===== config.mk =====
export PLATFORM = sky130hd
export DESIGN_NAME = mie_core
export DESIGN_NICKNAME = d
export VERILOG_FILES = /design/src/hw/mie_pkg.sv /design/src/hw/mie_alu_if.sv /design/src/hw/mie_alu.sv /design/src/hw/mie_wdog.sv /design/src/hw/mie_core.sv
export SDC_FILE = /design/constraint.sdc
export NUM_CORES = 1
export LEC_CHECK = 0
export BUFFER_PORTS_ARGS = -buffer_cell sky130_fd_sc_hd__buf_4
export CORE_UTILIZATION = 40
export CTS_BUF_LIST = sky130_fd_sc_hd__clkbuf_4 sky130_fd_sc_hd__clkbuf_8
export DETAILED_ROUTE_END_ITERATION = 12
export GPL_ROUTABILITY_DRIVEN = 0
export PLACE_DENSITY = 0.61
export SLEW_MARGIN = 20
export SYNTH_ARGS = -nofsm -noshare
export SYNTH_HDL_FRONTEND = slang
export SYNTH_SLANG_ARGS = --single-unit

===== constraint.sdc =====
create_clock -name ref_clk -period 11.9 [get_ports ref_clk]
set_input_delay 0.595 -clock ref_clk [delete_from_list [all_inputs] [get_ports ref_clk]]
set_output_delay 0.595 -clock ref_clk [all_outputs]
set_load 0.005 [all_outputs]

===== src/hw/mie_pkg.sv =====
// shared constants and types for the instruction execute block
// assumes one clock domain and a plain word-wide register port
package mie_pkg;
   localparam int unsigned DATA_W = 8;
   localparam int unsigned BUS_AW = 12;
   // register offsets (byte addresses, one word each)
   localparam logic [11:0] OFS_FLAGS = 12'h000;
   localparam logic [11:0] OFS_WORK = 12'h004;
   localparam logic [11:0] OFS_PC = 12'h008;
   localparam logic [11:0] OFS_WDOG = 12'h00C;
   localparam logic [11:0] OFS_MEM = 12'h100;
   // flag bit positions in the flags register
   localparam int FLG_C = 0;
   localparam int FLG_HC = 1;
   localparam int FLG_Z = 2;
   localparam int FLG_SLP = 3;
   localparam int FLG_EXP = 4;
   localparam int FLG_W = 5;
   // reset values
   localparam logic [4:0] RST_FLAGS = 5'h00;
   localparam logic [7:0] RST_WORK = 8'h00;
   // decimal adjust constants
   localparam logic [3:0] NIB_MAX = 4'h9;
   localparam logic [7:0] BCD_NONE = 8'h00;
   localparam logic [7:0] BCD_LO_FIX = 8'h06;
   localparam logic [7:0] BCD_HI_FIX = 8'h60;
   // a jump spends this many cycles, one of them a dummy slot
   localparam int unsigned GOTO_CYCLES = 2;

   typedef enum logic [2:0] {
      OP_INVERT_TO_WORKING = 3'h0,
      OP_BCD_ADJUST = 3'h1,
      OP_MEMORY_MINUS_ONE = 3'h2,
      OP_MINUS_ONE_TO_WORKING = 3'h3,
      OP_MEMORY_PLUS_ONE = 3'h4,
      OP_PLUS_ONE_TO_WORKING = 3'h5,
      OP_SLEEP = 3'h6,
      OP_GOTO = 3'h7
   } mie_op_e;

   // gray along run -> fill -> run and run -> sleep -> run
   typedef enum logic [1:0] {
      ST_RUN = 2'h0,
      ST_FILL = 2'h1,
      ST_SLEEP = 2'h2
   } mie_state_e;

   function automatic logic mie_is_zero(input logic [7:0] v);
      return (v == 8'h00);
   endfunction : mie_is_zero
endpackage : mie_pkg


===== src/hw/mie_alu_if.sv =====
// operand and result bundle between the core and its ALU
// assumes the ALU is purely combinational
interface mie_alu_if;
   import mie_pkg::*;
   mie_op_e op;
   logic [7:0] operand;
   logic [7:0] working;
   logic carry_in;
   logic hc_in;
   logic [7:0] result;
   logic to_mem;
   logic to_work;
   logic zero_upd;
   logic zero_out;
   logic carry_upd;
   logic carry_out;
   modport alu (input op, operand, working, carry_in, hc_in,
      output result, to_mem, to_work, zero_upd, zero_out, carry_upd, carry_out);
   modport core (output op, operand, working, carry_in, hc_in,
      input result, to_mem, to_work, zero_upd, zero_out, carry_upd, carry_out);
endinterface : mie_alu_if


===== src/hw/mie_alu.sv =====
// combinational ALU for the covered instruction subset
// assumes the caller qualifies every output with its own accept strobe
module mie_alu
   import mie_pkg::*;
(
   mie_alu_if.alu a
);
   logic lo_fix;
   logic hi_fix;
   logic [7:0] corr;
   logic [8:0] bcd_sum;

   always_comb begin
      lo_fix = (a.working[3:0] > NIB_MAX) || a.hc_in;
      hi_fix = (a.working[7:4] > NIB_MAX) || a.carry_in;
      corr = (lo_fix ? BCD_LO_FIX : BCD_NONE) | (hi_fix ? BCD_HI_FIX : BCD_NONE);
      bcd_sum = {1'b0, a.working} + {1'b0, corr};
      a.result = a.operand;
      a.to_mem = 1'b0;
      a.to_work = 1'b0;
      a.zero_upd = 1'b0;
      a.carry_upd = 1'b0;
      a.carry_out = a.carry_in | hi_fix | bcd_sum[8];
      unique case (a.op)
         OP_INVERT_TO_WORKING: begin
            a.result = ~a.operand;
            a.to_work = 1'b1;
            a.zero_upd = 1'b1;
         end
         OP_BCD_ADJUST: begin
            a.result = bcd_sum[7:0];
            a.to_mem = 1'b1;
            a.carry_upd = 1'b1;
         end
         OP_MEMORY_MINUS_ONE: begin
            a.result = a.operand - 8'h01;
            a.to_mem = 1'b1;
            a.zero_upd = 1'b1;
         end
         OP_MINUS_ONE_TO_WORKING: begin
            a.result = a.operand - 8'h01;
            a.to_work = 1'b1;
            a.zero_upd = 1'b1;
         end
         OP_MEMORY_PLUS_ONE: begin
            a.result = a.operand + 8'h01;
            a.to_mem = 1'b1;
            a.zero_upd = 1'b1;
         end
         OP_PLUS_ONE_TO_WORKING: begin
            a.result = a.operand + 8'h01;
            a.to_work = 1'b1;
            a.zero_upd = 1'b1;
         end
         OP_SLEEP, OP_GOTO: begin
            a.result = a.operand;
         end
      endcase
      a.zero_out = mie_is_zero(a.result);
   end
endmodule : mie_alu


===== src/hw/mie_wdog.sv =====
// watchdog prescaler and counter with synchronous clear
// assumes run is low while the system clock is stopped
module mie_wdog
   import mie_pkg::*;
#(
   parameter int unsigned PRE_W = 8,
   parameter int unsigned CNT_W = 8
)
(
   input wire logic ref_clk,
   input wire logic rst,
   input wire logic run,
   input wire logic clear,
   output logic [CNT_W-1:0] count,
   output logic expire
);
   logic [PRE_W-1:0] pre_r;
   logic [CNT_W-1:0] cnt_r;
   logic pre_wrap;

   assign pre_wrap = &pre_r;
   assign count = cnt_r;
   assign expire = run && !clear && pre_wrap && (&cnt_r);

   always_ff @(posedge ref_clk or posedge rst) begin
      if (rst) begin
         pre_r <= '0;
      end else if (clear) begin
         pre_r <= '0;
      end else if (run) begin
         pre_r <= pre_r + 1'b1;
      end
   end

   always_ff @(posedge ref_clk or posedge rst) begin
      if (rst) begin
         cnt_r <= '0;
      end else if (clear) begin
         cnt_r <= '0;
      end else if (run && pre_wrap) begin
         cnt_r <= cnt_r + 1'b1;
      end
   end
endmodule : mie_wdog


===== src/hw/mie_core.sv =====
// execute stage for a subset of an 8-bit controller instruction set
// assumes instructions arrive decoded on op_* with a valid/ready handshake
// and that registers and data memory are also reached over a plain port
//
// How it works
// - The complement op inverts every bit of the addressed memory byte.
// - That result goes to the working register, memory stays, and only zero moves.
// - Decimal adjust adds 6 to the low nibble when it is above 9 or half carry is set.
// - Decimal adjust adds 6 to the high nibble when it is above 9 or carry is set.
// - Decimal adjust writes working plus 00h, 06h, 60h or 66h into the memory byte.
// - Decimal adjust leaves every flag but carry alone.
// - Decimal adjust sets carry when the high nibble is above 9 or carry was set, so bytes can chain.
// - Memory decrement writes the byte minus one back and updates zero.
// - Decrement to working puts byte minus one in working, memory kept, zero updated.
// - Memory increment writes the byte plus one back and updates zero.
// - Increment to working puts byte plus one in working, memory kept, zero updated.
// - The sleep op halts execution and stops the clock with all state kept.
// - The sleep op clears the watchdog counter and its prescaler.
// - The sleep op sets the sleep flag, clears expiry and touches no other flag.
// - A jump loads the target into the counter and costs two cycles with a dummy slot.
//
// Added by the designer: the plain strobed port and the register offsets.
module mie_core
   import mie_pkg::*;
#(
   parameter int unsigned MEM_AW = 6,
   parameter int unsigned PC_W = 12,
   parameter int unsigned WD_PRE_W = 8,
   parameter int unsigned WD_CNT_W = 8
)
(
   input wire logic ref_clk,
   input wire logic rst,
   input wire logic op_valid,
   input wire mie_op_e op_code,
   input wire logic [MEM_AW-1:0] op_addr,
   input wire logic [PC_W-1:0] op_target,
   output logic op_ready,
   input wire logic wake,
   output logic sys_clk_en,
   output logic [PC_W-1:0] fetch_addr,
   input wire logic [BUS_AW-1:0] bus_addr,
   input wire logic [31:0] bus_wdata,
   input wire logic bus_wr,
   input wire logic bus_rd,
   output logic [31:0] bus_rdata
);
   localparam int unsigned MEM_DEPTH = 1 << MEM_AW;

   mie_state_e state_r;
   mie_state_e state_nxt;
   logic [7:0] mem_q [MEM_DEPTH];
   logic [7:0] work_r;
   logic [FLG_W-1:0] flags_r;
   logic [PC_W-1:0] pc_r;
   logic [31:0] rdata_r;
   logic accept;
   logic [7:0] operand;
   logic [WD_CNT_W-1:0] wd_count;
   logic wd_expire;
   logic wd_clear;
   logic mem_hit;
   logic [MEM_AW-1:0] mem_idx;
   logic wr_flags;
   logic wr_work;
   logic wr_mem;

   mie_alu_if alu_bus ();

   // window decode for the data memory area of the register port
   function automatic logic in_mem(input logic [BUS_AW-1:0] adr);
      return (adr >= OFS_MEM) && (adr < OFS_MEM + BUS_AW'(4 * MEM_DEPTH));
   endfunction : in_mem

   assign mem_hit = in_mem(bus_addr);
   assign mem_idx = bus_addr[MEM_AW+1:2];
   assign wr_flags = bus_wr && (bus_addr == OFS_FLAGS);
   assign wr_work = bus_wr && (bus_addr == OFS_WORK);
   assign wr_mem = bus_wr && mem_hit;

   // no issue while halted or filling
   assign op_ready = (state_r == ST_RUN);
   assign accept = op_valid && op_ready;
   assign operand = mem_q[op_addr];
   assign fetch_addr = pc_r;
   assign bus_rdata = rdata_r;
   // system clock gated off in sleep
   assign sys_clk_en = (state_r != ST_SLEEP);
   assign wd_clear = accept && (op_code == OP_SLEEP);

   assign alu_bus.op = op_code;
   assign alu_bus.operand = operand;
   assign alu_bus.working = work_r;
   assign alu_bus.carry_in = flags_r[FLG_C];
   assign alu_bus.hc_in = flags_r[FLG_HC];

   mie_alu u_alu (
      .a(alu_bus)
   );

   mie_wdog #(
      .PRE_W(WD_PRE_W),
      .CNT_W(WD_CNT_W)
   ) u_wdog (
      .ref_clk(ref_clk),
      .rst(rst),
      .run(sys_clk_en),
      .clear(wd_clear),
      .count(wd_count),
      .expire(wd_expire)
   );

   always_comb begin
      state_nxt = state_r;
      unique case (state_r)
         ST_RUN: begin
            if (accept && op_code == OP_GOTO) begin
               state_nxt = ST_FILL;
            end else if (accept && op_code == OP_SLEEP) begin
               state_nxt = ST_SLEEP;
            end
         end
         ST_FILL: begin
            state_nxt = ST_RUN;
         end
         ST_SLEEP: begin
            if (wake) begin
               state_nxt = ST_RUN;
            end
         end
         default: begin
            state_nxt = ST_RUN;
         end
      endcase
   end

   always_ff @(posedge ref_clk or posedge rst) begin
      if (rst) begin
         state_r <= ST_RUN;
      end else begin
         state_r <= state_nxt;
      end
   end

   // memory has no reset; an instruction write beats a port write
   always_ff @(posedge ref_clk) begin
      if (accept && alu_bus.to_mem) begin
         mem_q[op_addr] <= alu_bus.result;
      end else if (wr_mem) begin
         mem_q[mem_idx] <= bus_wdata[7:0];
      end
   end

   always_ff @(posedge ref_clk or posedge rst) begin
      if (rst) begin
         work_r <= RST_WORK;
      end else if (accept && alu_bus.to_work) begin
         work_r <= alu_bus.result;
      end else if (wr_work) begin
         work_r <= bus_wdata[7:0];
      end
   end

   // software write first, hardware updates after so a hardware set or clear wins
   always_ff @(posedge ref_clk or posedge rst) begin
      if (rst) begin
         flags_r <= RST_FLAGS;
      end else begin
         if (wr_flags) begin
            flags_r <= bus_wdata[FLG_W-1:0];
         end
         if (accept && alu_bus.zero_upd) begin
            flags_r[FLG_Z] <= alu_bus.zero_out;
         end
         if (accept && alu_bus.carry_upd) begin
            flags_r[FLG_C] <= alu_bus.carry_out;
         end
         if (wd_expire) begin
            flags_r[FLG_EXP] <= 1'b1;
         end
         if (wd_clear) begin
            flags_r[FLG_SLP] <= 1'b1;
            flags_r[FLG_EXP] <= 1'b0;
         end
      end
   end

   always_ff @(posedge ref_clk or posedge rst) begin
      if (rst) begin
         pc_r <= '0;
      end else if (accept && op_code == OP_GOTO) begin
         pc_r <= op_target;
      end else if (accept) begin
         pc_r <= pc_r + 1'b1;
      end
   end

   always_ff @(posedge ref_clk or posedge rst) begin
      if (rst) begin
         rdata_r <= '0;
      end else if (bus_rd) begin
         if (bus_addr == OFS_FLAGS) begin
            rdata_r <= 32'(flags_r);
         end else if (bus_addr == OFS_WORK) begin
            rdata_r <= 32'(work_r);
         end else if (bus_addr == OFS_PC) begin
            rdata_r <= 32'(pc_r);
         end else if (bus_addr == OFS_WDOG) begin
            rdata_r <= 32'(wd_count);
         end else if (mem_hit) begin
            rdata_r <= 32'(mem_q[mem_idx]);
         end else begin
            rdata_r <= '0;
         end
      end else begin
         rdata_r <= '0;
      end
   end

   logic acc_inv;
   logic acc_bcd;
   logic acc_dec;
   logic acc_decw;
   logic acc_inc;
   logic acc_incw;
   logic acc_slp;
   logic acc_goto;
   assign acc_inv = accept && op_code == OP_INVERT_TO_WORKING;
   assign acc_bcd = accept && op_code == OP_BCD_ADJUST;
   assign acc_dec = accept && op_code == OP_MEMORY_MINUS_ONE;
   assign acc_decw = accept && op_code == OP_MINUS_ONE_TO_WORKING;
   assign acc_inc = accept && op_code == OP_MEMORY_PLUS_ONE;
   assign acc_incw = accept && op_code == OP_PLUS_ONE_TO_WORKING;
   assign acc_slp = accept && op_code == OP_SLEEP;
   assign acc_goto = accept && op_code == OP_GOTO;
endmodule : mie_core


Word level (Yosys, flattened, before mapping):

Memories as Yosys holds them, arrays and structs flattened.
Cells that the tools add are included.

* input bits: 71
* output and inout bits: 46
* memories kept: 1
* bits in writable memories: 512
* flip-flop bits (word level): 75
* word-level logic and storage cells: 118

* bitwise gates (word level): 4
* multiplexer cells: 38
* equal/unequal tests: 14
* reductions and logical operators: 40
* $lt $le $gt $ge: 4
* $add $sub $neg: 6

Memories
* mem_q: words 64, bits a word 8, read ports 2, clocked after memory_dff 0, write ports 1, line mie_core.sv:52 `logic [7:0] mem_q [MEM_DEPTH];`

Operators with widths (number)
* $mux W8: 9
* $mux W12: 5
* $pmux W8 S5: 1
* $mux W32: 1
* $add A8 B1 Y8 const B: 3
* $eq A12 B4 Y1 const B: 2
* $reduce_and A8 Y1: 2
* $logic_and A1 B1 Y1: 15
* $reduce_bool A2 Y1: 7
* $mux W1: 13
* $add A12 B1 Y12 const B: 1
* $eq A12 B3 Y1 const B: 1
* $eq A3 B3 Y1 const B: 4
* $ge A12 B9 Y1 const B: 1
* $logic_not A12 Y1: 1
* $lt A12 B10 Y1 const B: 1
* $add A8 B8 Y9: 1
* $gt A4 B4 Y1 const B: 2
* $logic_not A8 Y1: 1
* $mux W2: 4
* $not A8 Y8: 1
* $or A8 B8 Y8: 1
* $reduce_or A8 Y1: 1
* $sub A8 B1 Y8 const B: 1
* 20 further kinds: 27

Logic depth before layout (Yosys ltp):

Gate-level depths: netlist (run 1).

* word-level depth: 9
* gate-level depth with buffers: 20
* gate-level depth less buffers: 16

Cells and area by module:

A second synthesis (run 1) with hierarchy kept.

* cells, all modules: 1688
* area, all modules: 28514.8 µm²

By module, submodules not included
* mie_core: area each 26680.6 µm², cells each 1464, times used 1
* mie_alu: area each 948.4 µm², cells each 134, times used 1
* mie_wdog: area each 885.8 µm², cells each 90, times used 1

Worst setup path after synthesis (run 1):

Ideal clock, no wire load.

* kind: in2reg
* from: input op_addr[0]
* to: memory mem_q[0][3] (data pin)
* data arrival time: 5937 ps
* slack: 5261 ps
* cell stages on the path: 16
* path through: buf_6 > buf_12 > buf_6 > buf_4 > buf_4 > mux4_2 > a22oi_1 > nand3_1 > a21oi_1 > inv_1 > ha_1 > inv_1 > nor2_1 > and4b_2 > o31ai_1 > o21ai_0

* longest elaborated chain between the ends: 4
* elaborated cells between the ends (all ways): 6
* classes of those cells: 2 x add/sub; 2 x mux; 1 x bitwise; 1 x memory

Ends and longest elaborated chain
* start: declaration: line mie_core.sv:36 `input wire logic [MEM_AW-1:0] op_addr,`
* $mem_v2 Z64 W8 *
* $add A8 B1 Y8, or another cell as far along: line mie_alu.sv:46, mie_alu.sv:51
* $pmux W8 S5 *: line mie_alu.sv:24 `unique case (a.op)`
* $mux W8 (no line) *
* end: declaration: line mie_core.sv:52

Mark *: on every way between the ends. The rest lies on a longest branch, timed or not.

Worst setup path in the final report (run 1):

* from: input op_addr[0]
* to: memory mem_q[11][7] (data pin)

The elaborated chain is that of the path after synthesis.

==> impl_metrics.toml, run 1 <==
[clocking]
clkLatencyLatePin_ps = 720
htreeDepth = 3
post_cts.repair.setup_buffers = 0
cts_buffer_depth = 3
cts-root-buf = "clkbuf_8"
cts_resized = 0
clk_pin_slew_ps = 60
cts_tree = "yes"
cts_inserted_buffers = 95
cts_hold_buffers = 0
clock_sinks = 567

[setup_path]
start_kind = "input pin"
crit_path_end = "mem_q[11][7]"
timing.rr.start = "mem_q[31][4]"
crit_type = "input pin to flip-flop"
reg2reg_depth = 15
r2r_slack_ps = 6950
worstPathRequired_ps = 12240
critPathMaxFanout = 89
arrival_ps = 6100
crit_start = "op_addr[0]"
critPathCaptureType = "flip-flop"
r2r-end = "mem_q[11][7]"

[logic_synthesis]
syn_area_um2 = 28310
syn_inst = 1701
synth_area_per_cell_um2 = 16.65
ys_ff_latch = 567
yosysSeqAreaShare_pct = 59.16
synth_warnings = 0
yosysUniqueCellTypes = 76
ys.flop_type = "edfxtp_1"
synth_edf_count = 512
synthArstFlopShare_pct = 9.700

[floorplanning]
die_h_um = 268.1
die_w_um = 268.1
dieArea_um2 = 71850
initial_core_util_pct = 40.43
fp-row-count = 97
coreArea_um2 = 70030
ios = 117

[layout]
fillers = 6118
layout.nets = 1866
layout_commonest_cell = "edfxtp_1"
drive_above_1_share_pct = 30.16
layout_common_cells = "512 x edfxtp_1, 261 x mux4_2, 129 x nor2_1"
syn_to_final_growth_pct = 11.02

[placed_design]
io_buffer_count = 72
detailedPlace.worstSlack_ps = 5134
place_hpwl_mm = 50.52

[timing]
worst_pin_slew_ps = 1156
setup_ws_ps = 6142
final_max_slew_viol_count = 0
hold_violations = 0
rsz0062_at_grt = "no"
final-setup-viol-count = 0
period_minus_slack_ps = 5758
finalSetupTns_ps = 0
maxSlewHeadroom_pct = 22.66
skew_ps = 38.85
fmax_ghz = 0.1737
finalCritPeriodShare_pct = 48.39

[drt]
first_iter_violations = 2128
first_pass_iters = 12
avgRoutedWirePerCell_um = 28.60
ant_nets = 0
num_vias = 17050
avgViaCountPerCell = 6.110
routed_wl_mm = 79.83
drcViolationCount = 2

[run_status]
status = "finished, violations left"
violations = "DRC"

[global_routing]
grt_start_max_net_pins = 91
antenna_found_initial = 1
overflow = 0
grt_usage_pct = 22.71
grt_pass1_wl_mm = 117.4
grt_pass1_vias = 17520

[run]
max-cap-violations = 0

[power_and_ir_drop]
vdd_drop_max_mv = 0.1082
p_leak_nw = 10.46
p_per_area_nw_per_um2 = 152.8

[hold_path]
holdCritPathClass = "input pin to async pin"
==> state kept, by name (all words and copies together) (netlist names) <==
| signal | flops |
|---|---|
| fetch_addr | 12 |
| alu_bus.working | 8 |
| bus_rdata | 12 |
| u_wdog.pre_r | 8 |
| mem_q | 512 |
| flags_r | 5 |
| u_wdog.count | 8 |
| state_r | 2 |
==> metal layers <==
layer	vias up	share of wire, %	wire, um	global-route usage (%)
met5	-	0.15	121	1.216
met2	818	48	37920	35.88
met1	8917	40	32010	30.52
met4	2	3.5	2810	8.355
met3	181	8.7	6961	5.379
li1	7134	-	-	-
==> worst max-delay path: stages <==
cell	delay (ps)
buf_8	480
buf_12	590
mux4_2	600
a22o_1	260
a311oi_1	350
nand3_1	190
a22o_2	300
ha_1	370
a21oi_1	310
nor2b_1	80
o21ai_0	150
nand2b_1	150
a2111oi_2	370
o41ai_1	140
nor3b_1	540
a21oi_4	100
buf_4	330
==> area by class of cell <==
class	count	area, um2	area share [%]
clock buffers	136	1628	5.179
flip-flops and latches	567	16750	53.29
clock inverters	31	186.4	0.5931
inverters	22	82.58	0.2627
multi-input cells	1002	10870	34.59
diodes	1	2.502	0.007961
well taps	940	1176	3.742
repair buffers	92	734.5	2.337
==> worst min-delay path by stage <==
stage | to | slack (ps)
2_1_floorplan | state_r[1] | 430
5_1_grt | fetch_addr[0] | 120
4_1_cts | fetch_addr[11] | 80
3_3_place_gp | state_r[1] | 450
6_report | fetch_addr[11] | 90
3_5_place_dp | state_r[1] | 470
==> synthesized netlist by cell type (9+ instances only) <==
library cell  instances  area share [%]
edfxtp_1            512              54
mux4_2              261              21
nor2_1              135             1.8
nand2_1             103             1.4
dfrtp_1              55             4.9
mux2i_1              53             1.9
a21oi_1              51            0.90
clkbuf_1             51            0.68
o21ai_0              46            0.81
buf_4                30            0.80
nand3_1              30            0.53
mux2_2               27             1.1
buf_2                25            0.44
a22oi_1              22            0.58
inv_1                20            0.27
mux4_1               18             1.7
nor2b_1              17            0.38
a31oi_1              16            0.35
nor3_1               16            0.28
o22ai_1              15            0.33
and3_1               14            0.31
ha_1                 13            0.57
and2_1               11            0.24
nand2b_1             10            0.22
xor2_1               10            0.31
buf_1                 9            0.12
==> cells by family (layout without fill, tap and decap cells) <==
logic type | after synthesis | after routing | share of synthesized area [%]
other | 1 | 21 | 0.01324
AOI/OAI and AO/OA | 213 | 213 | 4.927
DFF | 567 | 567 | 59.16
muxes | 360 | 360 | 25.47
xor gates and xnor gates | 18 | 18 | 0.5568
adders and majority gates | 15 | 15 | 0.7159
and+or+nand+nor | 376 | 376 | 6.169
buffers and inverters | 151 | 281 | 2.987
==> power by group <==
part | switching (mW) | internal (mW) | leakage (nW)
Sequential | 0.0579 | 2.34 | 5.31
Clock | 0.799 | 0.900 | 0.966
Combinational | 0.449 | 0.256 | 4.18
==> stage by stage <==
step	area, um2	hold WS (ps)	utilization, %	power [mW]	cells
floorplan	28380	426.2	-	2.881	1720
global placement	29600	450.2	42.27	3.121	2623
detailed placement	29600	465.6	42.27	3.143	2623
CTS	31420	84.80	44.86	4.829	2790
global route	31430	115.3	44.89	4.982	2791
finish	31430	93.70	44.89	4.805	2791
Power figures use the tool's default switching activity.
==> inputs of run 2 (changes only) <==
Settings changed: PLACE_DENSITY 0.61 to 0.63.
Clock period 11.9 ns to 4.7 ns, I/O delays scaled along.
==> impl_metrics.toml, run 2 (synthesized netlist as in run 1, its figures left out) <==
[setup_path]
critPathCaptureType = "flip-flop"
slowest_stage = "mux4_2"
crit_start = "mem_q[11][1]"
cpLargestDelayFamily = "compound AO/OA/AOI/OAI gates"
critical_path_buf_inv_count = 5
cp_slowest_stage_delay_ps = 470
worstPathRequired_ps = 5240
start_kind = "flip-flop"
arrival_ps = 4920
worstPathCellList = "mux4_2 -> nor3_1 -> a31oi_1 -> a21oi_1 -> a311oi_1 -> buf_4 -> a21oi_1 -> buf_4 -> inv_1 -> ha_1 -> o211ai_1 -> a31oi_1 -> o211ai_1 -> nor3b_1 -> buf_4 -> a21oi_4 -> buf_12"
reg2reg_depth = 17
timing.rr.start = "mem_q[11][1]"
r2r_slack_ps = 320
critPathMaxFanout = 39
r2r-end = "mem_q[11][7]"
path_depth = 17
crit_path_end = "mem_q[11][7]"
crit_type = "flip-flop to flip-flop"
crit_top_cell = "buf_4"

[floorplanning]
dieArea_um2 = 71850
initial_core_util_pct = 40.43
coreArea_um2 = 70030
ios = 117
die_h_um = 268.1
die_w_um = 268.1
fp-row-count = 97

[drt]
first_pass_iters = 8
first_iter_violations = 2152
avgRoutedWirePerCell_um = 27.71
routed_wl_mm = 81.98
ant_nets = 0
avgViaCountPerCell = 6.034
num_vias = 17860
drcViolationCount = 0

[run]
max-cap-violations = 0

[timing]
final-setup-viol-count = 0
worst_pin_slew_ps = 1178
rsz0062_at_grt = "no"
period_minus_slack_ps = 4384
final_max_slew_viol_count = 0
setup_ws_ps = 316.0
finalCritPeriodShare_pct = 93.28
hold_violations = 0
skew_ps = 39.76
fmax_ghz = 0.2281
finalSetupTns_ps = 0
maxSlewHeadroom_pct = 21.18

[layout]
final_core_util_pct = 47.04
layout.nets = 2025
layout_commonest_cell = "edfxtp_1"
drive_above_1_share_pct = 34.28
syn_to_final_growth_pct = 16.34
layout_common_cells = "512 x edfxtp_1, 261 x mux4_2, 209 x buf_4"
largest-register = "mem_q"
largest_register_ffs = 512

[global_routing]
overflow = 0
antenna_found_initial = 1
met3_usage_pct = 5.443
grt-busiest-layer = "met2"
grt_start_max_net_pins = 83
use_met2_pct = 37.37
grt_pass1_wl_mm = 120.5
use_met1_pct = 31.39
grt_usage_pct = 23.29
grt_pass1_vias = 18090

[power_and_ir_drop]
vdd_drop_max_mv = 0.2259
p_per_area_nw_per_um2 = 379.3
p_leak_nw = 11.35

[clocking]
cts_resized = 0
htreeDepth = 3
clock_sinks = 567
cts_tree = "yes"
clkLatencyLatePin_ps = 730
cts_buffer_depth = 3
clk_pin_slew_ps = 60
cts-root-buf = "clkbuf_8"
cts_inserted_buffers = 95
post_cts.repair.setup_buffers = 0

[hold_path]
holdCritPathClass = "input pin to flip-flop"

[placed_design]
place_hpwl_mm = 54.28
io_buffer_count = 72
detailedPlace.worstSlack_ps = 145.2

[run_status]
status = "complete, no violations"
## run 2: cell count changes in the layout (fill, tap and decap cells not counted), sizes merged
cell / before / now
buf: 92 / 227
inv: 25 / 26
bufinv: 1 / 4
clkinvlp: 2 / 3
clkbuf: 136 / 127
clkinv: 25 / 36
dlygate4sd3: 0 / 24
diode: 1 / 3
## run 2: area by class of cell
class                      count  area [um2]
clock inverter                47       352.8
sequential                   567       16750
antenna                        3       7.507
multi-input combinational   1002       10860
inverter                      22       82.58
tap                          940        1176
clock buffer                 127        1560
timing repair buffer         251        2151
fill                        5987       37090
## run 2: worst min-delay path by stage
stage	to	slack, ps	from	cells after the start
6_report	fetch_addr[3]	50	op_valid	4
2_1_floorplan	bus_rdata[2]	360	bus_rd	2
3_5_place_dp	state_r[1]	440	state_r[0]	1
4_1_cts	fetch_addr[3]	0.2	op_valid	4
3_3_place_gp	state_r[1]	450	state_r[0]	1
5_1_grt	fetch_addr[3]	60	op_valid	4
## run 2: worst register-to-register path: stages (launching register included)
cell and delay, ps:
edfxtp_1 380, mux4_2 470, nor3_1 370, a31oi_1 140, a21oi_1 210, a311oi_1 80, buf_4 180, a21oi_1 350
buf_4 200, inv_1 40, ha_1 420, o211ai_1 150, a31oi_1 320, o211ai_1 120, nor3b_1 160, buf_4 150
a21oi_4 230, buf_12 230
## run 2: report_power, final
group	internal, mW	total, mW	switching [mW]
logic	0.796	1.97	1.17
clock network	2.40	4.46	2.07
registers	5.92	6.06	0.142
total	9.11	12.5	3.38
## run 2: repair_timing
action,4_1_cts,5_1_grt
hold endpoints to repair,89,0
hold buffers,24,0
setup endpoints to repair,0,0
## run 2: stage by stage
stage | hold slack (ps) | power, mW | instance area [um2] | std cells
after floorplan | 365.0 | 7.282 | 28400 | 1720
after global placement | 447.0 | 8.043 | 30780 | 2758
after detailed placement | 444.5 | 8.098 | 30780 | 2758
after CTS | 0.1872 | 12.55 | 32930 | 2956
after global routing | 56.52 | 12.95 | 32940 | 2958
final | 52.14 | 12.49 | 32940 | 2959
## run 2: per-layer routing
layer | part of all wire (%) | vias to the layer above | routed length, um
li1 | - | 7468 | -
met5 | 0 | - | 0
met2 | 48 | 892 | 39260
met3 | 8.9 | 167 | 7317
met1 | 40 | 9328 | 32920
met4 | 3.0 | 0 | 2482
